`config.mk`:
```
export PLATFORM = sky130hd
export DESIGN_NAME = adc_output_reset_decimation
export DESIGN_NICKNAME = d
export VERILOG_FILES = /design/src/common/adc_pkg.sv /design/src/adc_output_reset_decimation.sv
export VERILOG_INCLUDE_DIRS = /design/src /design/src/common
export SDC_FILE = /design/constraint.sdc
export NUM_CORES = 1
export LEC_CHECK = 0
export BUFFER_PORTS_ARGS = -buffer_cell sky130_fd_sc_hd__buf_2
export CORE_MARGIN = 2
export CORE_UTILIZATION = 40
export DETAILED_ROUTE_END_ITERATION = 12
export GPL_TIMING_DRIVEN = 1
export PLACE_DENSITY = 0.65
export SLEW_MARGIN = 10
export SYNTH_ARGS = -nofsm -noshare
export SYNTH_HDL_FRONTEND = slang
export SYNTH_SLANG_ARGS = --single-unit
```
`constraint.sdc`:
```
create_clock -name ref_clk -period 5.4 [get_ports ref_clk]
set_clock_uncertainty 0.2 [all_clocks]
set_input_delay 0.54 -clock ref_clk [delete_from_list [all_inputs] [get_ports ref_clk]]
set_output_delay 0.54 -clock ref_clk [all_outputs]
set_load 0.02 [all_outputs]
```
`src/common/adc_defs.svh`:
```
// constants for the converter output block
`ifndef ADC_DEFS_SVH
`define ADC_DEFS_SVH
`define WORD_W          16
`define MOD_W           18
`define ACC_W           21
`define DECIM_SLOW      8
`define DECIM_FAST      4
`define SAMPLE_READY_N_HALF_SLOW  4
`define SAMPLE_READY_N_HALF_FAST  2
`define SETTLE_CYCLES   47
`define FIFO_DEPTH      32
`define CODE_MAX        16'h7FFF
`define CODE_MIN        16'h8000
`define CLK_PERIOD_NS   50
`endif

```
`src/common/adc_pkg.sv`:
```
// types for the converter output block
`default_nettype none
package adc_pkg;
  typedef struct packed {
    logic        over;
    logic [15:0] code;
  } sample_word_t;

  typedef enum logic [1:0] {
    ST_CLEAR,
    ST_ARM,
    ST_LOW,
    ST_HIGH
  } ready_phase_t;
endpackage : adc_pkg
`default_nettype wire

```
`src/adc_output_reset_decimation.sv`:
```
// converter output block: decimator, sample fifo, ready strobe and word bus
`include "adc_defs.svh"
`default_nettype none

module adc_sample_fifo #(
  parameter int WIDTH = 17,
  parameter int DEPTH = 32
) (
  // clock and reset
  input  wire logic             ref_clk,
  input  wire logic             sys_rst,
  input  wire logic             flush,
  // fill side
  input  wire logic             in_valid,
  output logic                  in_ready,
  input  wire logic [WIDTH-1:0] in_data,
  // drain side
  output logic                  out_valid,
  input  wire logic             out_ready,
  output logic      [WIDTH-1:0] out_data
);
  localparam int AW = $clog2(DEPTH);
  logic [WIDTH-1:0] mem [DEPTH];
  logic [AW:0]      wr_ptr;
  logic [AW:0]      rd_ptr;
  logic [AW:0]      next_wr_ptr;
  logic [AW:0]      next_rd_ptr;
  logic             push;
  logic             pop;
  always_comb begin
    in_ready    = !((wr_ptr[AW] != rd_ptr[AW]) && (wr_ptr[AW-1:0] == rd_ptr[AW-1:0]));
    out_valid   = (wr_ptr != rd_ptr);
    out_data    = mem[rd_ptr[AW-1:0]];
    push        = in_valid && in_ready;
    pop         = out_valid && out_ready;
    next_wr_ptr = flush ? '0 : (push ? wr_ptr + 1'b1 : wr_ptr);
    next_rd_ptr = flush ? '0 : (pop ? rd_ptr + 1'b1 : rd_ptr);
  end

  always_ff @(posedge ref_clk) begin
    if (sys_rst) begin
      wr_ptr <= '0;
      rd_ptr <= '0;
    end else begin
      wr_ptr <= next_wr_ptr;
      rd_ptr <= next_rd_ptr;
    end
  end
  // storage has no reset; pointers alone define content
  always_ff @(posedge ref_clk) begin
    if (push) begin
      mem[wr_ptr[AW-1:0]] <= in_data;
    end
  end
endmodule : adc_sample_fifo

module adc_output_reset_decimation (
  // clock and system reset
  input  wire logic                 ref_clk,
  input  wire logic                 sys_rst,
  // device pins
  input  wire logic                 filter_reset_n,
  input  wire logic                 decim_select,
  input  wire logic                 chip_select_n,
  input  wire logic                 read_enable_n,
  // modulator stream
  input  wire logic                 mod_valid,
  output logic                      mod_ready,
  input  wire logic [`MOD_W-1:0]    mod_sample,
  // reader side
  output logic                      sample_ready_n,
  output logic      [`WORD_W-1:0]   sample_word,
  output logic                      sample_word_oe,
  output logic                      over_range_flag,
  output logic                      data_unsettled
);
  // pin synchronisers: bit 0 reset, 1 chip select, 2 read, 3 decimation select
  logic [3:0] pin_meta;
  logic [3:0] pin_sync;

  always_ff @(posedge ref_clk) begin
    if (sys_rst) begin
      pin_meta <= 4'h6;
      pin_sync <= 4'h6;
    end else begin
      pin_meta <= {decim_select, read_enable_n, chip_select_n, filter_reset_n};
      pin_sync <= pin_meta;
    end
  end
  logic filt_clear;
  logic decim_fast;
  assign filt_clear = !pin_sync[0];
  assign decim_fast = pin_sync[3];
  // decimating filter: boxcar sum, scaled and saturated
  logic signed [`ACC_W-1:0] acc;
  logic [2:0]               grp_cnt;
  logic signed [`ACC_W-1:0] next_acc;
  logic [2:0]               next_grp_cnt;
  logic signed [`ACC_W-1:0] total;
  logic signed [`ACC_W-1:0] scaled;
  logic [2:0]               grp_last;
  logic                     take;
  logic                     push_valid;
  adc_pkg::sample_word_t    push_word;
  logic                     fifo_in_ready;

  always_comb begin
    grp_last = decim_fast ? 3'(`DECIM_FAST - 1) : 3'(`DECIM_SLOW - 1);
    take     = mod_valid && fifo_in_ready && !filt_clear;
    total    = acc + {{(`ACC_W - `MOD_W){mod_sample[`MOD_W-1]}}, mod_sample};
    scaled   = decim_fast ? (total >>> 2) : (total >>> 3);
    push_valid = take && (grp_cnt >= grp_last);
    if (scaled > $signed({5'h00, `CODE_MAX})) begin
      push_word.code = `CODE_MAX;
      push_word.over = 1'b1;
    end else if (scaled < $signed({5'h1F, `CODE_MIN})) begin
      push_word.code = `CODE_MIN;
      push_word.over = 1'b1;
    end else begin
      push_word.code = scaled[`WORD_W-1:0];
      push_word.over = 1'b0;
    end
    next_acc     = acc;
    next_grp_cnt = grp_cnt;
    if (filt_clear) begin
      next_acc     = '0;
      next_grp_cnt = '0;
    end else if (push_valid) begin
      next_acc     = '0;
      next_grp_cnt = '0;
    end else if (take) begin
      next_acc     = total;
      next_grp_cnt = grp_cnt + 3'h1;
    end
  end

  always_ff @(posedge ref_clk) begin
    if (sys_rst) begin
      acc     <= '0;
      grp_cnt <= '0;
    end else begin
      acc     <= next_acc;
      grp_cnt <= next_grp_cnt;
    end
  end
  // a full fifo stalls the modulator stream instead of dropping groups
  assign mod_ready = fifo_in_ready && !filt_clear;
  logic                  fifo_out_valid;
  logic                  fifo_pop;
  adc_pkg::sample_word_t fifo_out_word;
  adc_sample_fifo #(
    .WIDTH ($bits(adc_pkg::sample_word_t)),
    .DEPTH (`FIFO_DEPTH)
  ) u_fifo (
    .ref_clk   (ref_clk),
    .sys_rst   (sys_rst),
    .flush     (filt_clear),
    .in_valid  (push_valid),
    .in_ready  (fifo_in_ready),
    .in_data   (push_word),
    .out_valid (fifo_out_valid),
    .out_ready (fifo_pop),
    .out_data  (fifo_out_word)
  );
  // ready strobe sequencer, output word and settling count
  adc_pkg::ready_phase_t phase;
  adc_pkg::ready_phase_t next_phase;
  logic [2:0]            ph_cnt;
  logic [2:0]            next_ph_cnt;
  logic [2:0]            ph_last;
  adc_pkg::sample_word_t word;
  adc_pkg::sample_word_t next_word;
  logic [5:0]            settle_cnt;
  logic [5:0]            next_settle_cnt;
  logic                  enter_low;

  always_comb begin
    ph_last     = decim_fast ? 3'(`SAMPLE_READY_N_HALF_FAST - 1) : 3'(`SAMPLE_READY_N_HALF_SLOW - 1);
    next_phase  = phase;
    next_ph_cnt = ph_cnt + 3'h1;
    enter_low   = 1'b0;
    case (phase)
      adc_pkg::ST_CLEAR: begin
        next_ph_cnt = '0;
        if (!filt_clear) begin
          next_phase = adc_pkg::ST_ARM;
        end
      end
      adc_pkg::ST_ARM: begin
        next_ph_cnt = '0;
        next_phase  = adc_pkg::ST_LOW;
        enter_low   = 1'b1;
      end
      adc_pkg::ST_LOW: begin
        if (ph_cnt >= ph_last) begin
          next_phase  = adc_pkg::ST_HIGH;
          next_ph_cnt = '0;
        end
      end
      adc_pkg::ST_HIGH: begin
        if (ph_cnt >= ph_last) begin
          next_phase  = adc_pkg::ST_LOW;
          next_ph_cnt = '0;
          enter_low   = 1'b1;
        end
      end
      default: begin
        next_phase  = adc_pkg::ST_CLEAR;
        next_ph_cnt = '0;
      end
    endcase
    // an empty fifo repeats the previous word rather than inventing one
    fifo_pop  = enter_low && !filt_clear;
    next_word = (fifo_pop && fifo_out_valid) ? fifo_out_word : word;
    next_settle_cnt = settle_cnt;
    if (enter_low && settle_cnt < 6'(`SETTLE_CYCLES)) begin
      next_settle_cnt = settle_cnt + 6'h01;
    end
    if (filt_clear) begin
      next_phase      = adc_pkg::ST_CLEAR;
      next_ph_cnt     = '0;
      next_word       = '0;
      next_settle_cnt = '0;
    end
  end

  always_ff @(posedge ref_clk) begin
    if (sys_rst) begin
      phase      <= adc_pkg::ST_CLEAR;
      ph_cnt     <= '0;
      word       <= '0;
      settle_cnt <= '0;
    end else begin
      phase      <= next_phase;
      ph_cnt     <= next_ph_cnt;
      word       <= next_word;
      settle_cnt <= next_settle_cnt;
    end
  end
  // raw reset pin gates strobe, word and flag directly so the force needs no clock
  always_comb begin
    sample_ready_n  = !filter_reset_n || (phase != adc_pkg::ST_LOW);
    sample_word     = filter_reset_n ? word.code : '0;
    over_range_flag = filter_reset_n && word.over;
    sample_word_oe  = !pin_sync[1] && !pin_sync[2];
    data_unsettled  = settle_cnt < 6'(`SETTLE_CYCLES);
  end
  // checks: tally counts takes since the last push, sel_q spots a select move
  logic [3:0] tally;
  logic       sel_q;
  always_ff @(posedge ref_clk) begin
    sel_q <= decim_fast;
    if (sys_rst || filt_clear || push_valid) begin
      tally <= '0;
    end else if (take) begin
      tally <= tally + 4'h1;
    end
  end
endmodule : adc_output_reset_decimation
`default_nettype wire
```
; After elaboration in Yosys (flattened, before gate mapping)
; Memories as Yosys holds them, arrays and structs flattened. A register that Yosys moved wholly into a read port is not among the register bits.
; Index checks and enable logic that the tools add are counted.
[totals]
reg_bits = 55
latchBits = 0
ramBits = 544
mem_bits_ro = 0
in_bits = 25
output_inout_bits = 21
elab_cells = 68
mem_count = 1
[classes]
n_addsub = 6
multipliers = 0
n_div = 0
n_lt_le_gt_ge = 5
n_eq_ne = 9
shift = 0
mux = 15
bitwise_logic = 1
reduce_logical = 22
[mem_list]
columns = name, depth, width, read_ports, rd_ports_with_merged_regs, write_ports, line
row1 = u_fifo.mem, 32, 17, 1, 1, 1, adc_output_reset_decimation.sv:23  ; logic [WIDTH-1:0] mem [DEPTH];
[op_table]
columns = operator, n
row1 = $mux W17, 2
row2 = $add A21 B21 Y21, 1
row3 = $gt A19 B16 Y1 const B, 1
row4 = $lt A19 B16 Y1 const B, 1
row5 = $add A6 B1 Y6 const B, 3
row6 = $mux W18, 1
row7 = $mux W16, 1
row8 = $logic_and A1 B1 Y1, 11
row9 = $pmux W2 S4, 1
row10 = $add A3 B1 Y3 const B, 2
row11 = $lt A6 B6 Y1 const B, 1
row12 = $mux W2, 3
row13 = $mux W3, 2
row14 = $ne A2 B2 Y1 const B, 3
row15 = $ne A6 B6 Y1, 1
row16 = $pmux W3 S2, 1
row17 = $reduce_or A2 Y1, 3
row18 = $eq A5 B5 Y1, 1
row19 = $eq A2 B2 Y1 const B, 2
row20 = $logic_not A1 Y1, 4
row21 = $ge A3 B2 Y1, 1
row22 = $ge A3 B3 Y1, 1
row23 = $mux W1, 3
row24 = $reduce_or A3 Y1, 1
row25 = 7 further kinds, 7

; Longest topological paths before layout
[depth]
ltp_word = 9
mapped_depth = 11
mapped_depth_nobuf = 10

; Hierarchy
; Synthesis repeated with hierarchy kept, for this count alone.
[unflattened]
cells_unflattened = 1731
hier_area_um2 = 25593.3
[by_module_without_submodules]
columns = module, n_inst, cells_per_inst, area_each_um2, seq_area_each_um2
row1 = adc_sample_fifo, 1, 1281, 21991.1, 16676.0
row2 = adc_output_reset_decimation, 1, 450, 3602.2, 1201.2

; Worst setup path before layout
; Ideal clock, no wire load.
[synth_path]
path_kind = input port to flip-flop
start = in mod_sample[0]
end = mem u_fifo.mem[0][1] (data pin)
setup_ns = 0.454
arrival_time_ns = 3.836
required_time_ns = 4.746
path_slack_ns = 0.910
stages = 10
n_path_buf = 0
cell_sequence = ha_1 fa_1 a211oi_2 o211ai_2 a31oi_1 a211oi_2 nor4b_2 nor3_4 o21a_4 o21ai_0
[synth_rtl]
columns = element, line
row1 = from (decl), adc_output_reset_decimation.sv:69  ; input wire logic [`MOD_W-1:0] mod_sample,
row2 = to (decl), adc_output_reset_decimation.sv:23

==> results.sh <==
export IMPL_fp_dieArea_mm2=0.0646
export IMPL_postSynthRegisterBits=616
export IMPL_grt_start_max_net_pins=125
export IMPL_placedCellCount=2183
export IMPL_cts_repair_resize_count=0
export IMPL_dpl_hpwl_mm=34.7
export IMPL_cts_tree="built"
export IMPL_num_vias=13000
export IMPL_antenna_found_initial=0
export IMPL_finalSetupViolCount=0
export IMPL_stdcell_area_mm2=0.0288
export IMPL_overflow=0
export IMPL_fin_worst_hold_slack_ns=0.0917
export IMPL_worst_setup_hold_path_clk_slew_ns=0.06
export IMPL_globalplace_congestion=0.849
export IMPL_vias_per_cell=5.66
export IMPL_drc=0
export IMPL_maxClockFrequency_mhz=235
export IMPL_post_drt_wl_per_cell_um=26.0
export IMPL_maxSlewHeadroom_pct=19.8
export IMPL_cp_data_arrival_time_ns=4.18
export IMPL_regArea_mm2=0.0178
export IMPL_via_count_of_the_first_global_routing_pass=12900
export IMPL_clkLatencyLatePin_ns=0.63
export IMPL_timing_worst_slew_pin_value_ns=1.20
export IMPL_worstPathBufferInverterCount=1
export IMPL_placementRows=91
export IMPL_vdd_ir_drop_max_mv=0.281
export IMPL_num_io_pins=46
export IMPL_instances_no_fill=2304
export IMPL_min_path_type="in -> reg"
export IMPL_chipWidth_um=254
export IMPL_syn_instance_count=1320
export IMPL_synth_area_per_cell_um2=19.0
export IMPL_endpoint_kind="flip-flop"
export IMPL_cell_repeated_most_along_the_worst_path="a211oi_2"
export IMPL_synth_flop_cell="edfxtp_1"
export IMPL_placedInstanceArea_mm2=0.0266
export IMPL_filler_cell_count=5154
export IMPL_timing_hold_violations_final=0
export IMPL_final_layout_size_suffix_gt1_share_pct=29.4
export IMPL_floorplan_die_height_um=254
export IMPL_synth_warnings=0
export IMPL_globalRouteTotalUtil_pct=18.8
export IMPL_number_of_iterations_in_the_first_detailed_routing_pass=5
export IMPL_critical_path_cell_chain="ha_1, fa_1, a211oi_2, o211ai_2, a31oi_1, a211oi_2, and4_1, nor3_4, a21o_1, buf_4, nand2_1"
export IMPL_timing_max_cap_violations=0
export IMPL_setup_tns_final_ns=0
export IMPL_cts_made_buffers=61
export IMPL_switching_share_pct=20.2
export IMPL_drv_slew=0
export IMPL_timing_worst_setup_path_type="reg -> reg"
export IMPL_htree_levels=2
export IMPL_power_leakage_nw=8.94
export IMPL_cts_sink_count=616
export IMPL_relative_contribution_of_sequential_cells_to_total_power_pct=53.1
export IMPL_wl_mm=59.9
export IMPL_detail_route_iter0_violations=1579
export IMPL_switching_power_w=0.00200
export IMPL_synth_cell_type_count=56
export IMPL_num_nets_final=1471
export IMPL_worstSetupStartpointType="flip-flop"
export IMPL_cts_hold_buffers_added=6
export IMPL_critPathSlowestCell="nand2_1"
export IMPL_comb_power_share_pct=2.4
export IMPL_area_of_the_mapped_netlist_mm2=0.0250
export IMPL_synth_enable_flop_cells=544
export IMPL_area_growth_synth_to_final_pct=14.9
export IMPL_timing_critical_path_required_ns=5.32
export IMPL_power_share_clock_pct=44.5
export IMPL_synth_seq_area_share_pct=71.0
export IMPL_initial_utilization_pct=40.5
export IMPL_synth_async_reset_ratio_pct=0
export IMPL_floorplan_core_area_mm2=0.0618
export IMPL_grt_first_pass_wirelength_mm=87.2
export IMPL_max_clock_path_buffers=3
export IMPL_max_stage_delay_ns=0.64
export IMPL_syn_nets=1376
export IMPL_multi_input_area_mm2=0.00701
export IMPL_post_cts_repair_setup_buffers=0
export IMPL_cp_max_fo=32
export IMPL_number_of_antenna_cells_inserted=0
export IMPL_final_antenna_net_count=0
export IMPL_worst_path_dominant_cell_family="simple AND/OR/NAND/NOR gates"
export IMPL_outcome="finished clean"
export IMPL_rsz0062_at_grt="no"
export IMPL_power_density_mw_per_mm2=344
export IMPL_period_needed_ns=4.25
export IMPL_numPortBuffers=45
export IMPL_clock_tree_root_cell="clkbuf_16"
export IMPL_layout_worst_path_cycle_share_pct=78.8
export IMPL_cell_internal_pwr_w=0.00791
## routing by layer
layer | wire (µm) | track usage [%]
met1 | 26900 | 28.5
met2 | 26700 | 27.9
met3 | 5200 | 4.23
met4 | 1040 | 4.27
met5 | 0 | 0
## metrics by stage
step | setup WS, ns | util [%] | total power (W)
after floorplan | 0.910 | - | 0.00550
after global placement | 0.943 | 43.0 | 0.00558
after detailed placement | 0.853 | 43.0 | 0.00559
after CTS | 1.19 | 46.5 | 0.00997
after global routing | 0.845 | 46.5 | 0.0102
final | 1.15 | 46.5 | 0.00991
## cells by family (layout without fill, tap and decap cells)
kind of cell / after synthesis / in the layout / synth area share [%]
simple gates: 217 / 217 / 4.13
fa+ha+maj: 31 / 31 / 1.58
mux: 216 / 216 / 17.1
xor+xnor: 41 / 41 / 1.43
flops: 616 / 616 / 71.0
buf+inv: 81 / 228 / 1.37
compound gates: 118 / 118 / 3.33
## final timing paths
path,from,slack [ns],end,cells after the start
min,filter_reset_n,0.09,pin_meta[0]$_SDFF_PP0_,2
max,acc[0]$_SDFFE_PP0P_,1.15,u_fifo.mem[23][16]$_DFFE_PP_,11
min reg2reg,pin_meta[1]$_SDFF_PP1_,0.22,pin_sync[1]$_SDFF_PP1_,1
max reg2reg,acc[0]$_SDFFE_PP0P_,1.15,u_fifo.mem[23][16]$_DFFE_PP_,11
## registers in the layout (all words and copies together) (netlist names), 4 cells and up
register       flops
acc               21
word              17
u_fifo.mem       544
u_fifo.rd_ptr      6
pin_sync           4
u_fifo.wr_ptr      6
pin_meta           4
settle_cnt         6
## layout by cell type, fill, tap and decap left out, types with 3 or more instances in the layout
master	instances
a211oi_1	22
a21o_1	7
a21oi_1	31
a31oi_1	4
and2_1	20
and3_1	5
buf_12	10
buf_2	45
buf_4	41
bufinv_16	10
clkbuf_1	6
clkbuf_16	63
clkinv_1	14
clkinv_2	13
dfxtp_1	68
dlygate4sd3_1	6
edfxtp_1	544
ha_1	30
inv_1	11
inv_6	5
mux2i_1	46
mux4_2	170
nand2_1	33
nand2b_1	3
nand3_1	8
nand3b_1	3
nand4_1	7
nor2_1	73
nor2_2	31
nor2b_1	6
nor3_1	8
o21a_1	5
o21ai_0	13
o21ai_2	14
or2_2	7
xnor2_1	25
xor2_1	16
## power by group through the flow
stage	registers, W	clock network, W	logic (W)
after global placement	0.00536	0	0.000215
after floorplan	0.00536	0	0.000141
after detailed placement	0.00536	0	0.000228
after global routing	0.00526	0.00468	0.000258
final	0.00526	0.00441	0.000236
after CTS	0.00526	0.00448	0.000232
## cell type report
cell class / count / area share [%]
Clock buffer: 69 / 5.56
Sequential cell: 616 / 61.8
Clock inverter: 46 / 1.72
Tap cell: 837 / 3.64
Inverter: 11 / 0.144
Multi-Input combinational cell: 623 / 24.4
Timing Repair Buffer: 102 / 2.76
## cells in the mapped netlist (2+ instances only)
master	number	area (µm²)
nand3_1	8	40.0
nand2_1	33	124
a21oi_2	2	17.5
inv_1	11	41.3
buf_2	23	115
and2_1	20	125
o211ai_1	2	15.0
a21o_1	7	52.6
a41oi_1	2	17.5
a31oi_1	4	25.0
buf_1	8	30.0
xor2_1	16	140
mux2i_1	46	460
a21oi_1	31	155
edfxtp_1	544	16300
nand4_1	7	43.8
or3_1	2	12.5
dfxtp_1	72	1440
nor2_1	104	390
a211oi_2	2	25.0
xnor2_1	25	219
ha_1	30	375
or2_2	7	43.8
o21bai_1	2	15.0
o21ai_2	10	87.6
nor2b_1	6	37.5
a211oi_1	22	165
mux4_2	170	3830
nand2b_1	4	25.0
o2111a_1	2	22.5
clkbuf_1	37	139
and4_1	2	17.5
or2_1	2	12.5
nor3_1	8	40.0
o21a_1	5	37.5
o21ai_0	17	85.1
or3b_2	2	17.5
and3_1	5	31.3
nand3b_1	3	22.5
Note: power is estimated with default switching activity, not from simulation.
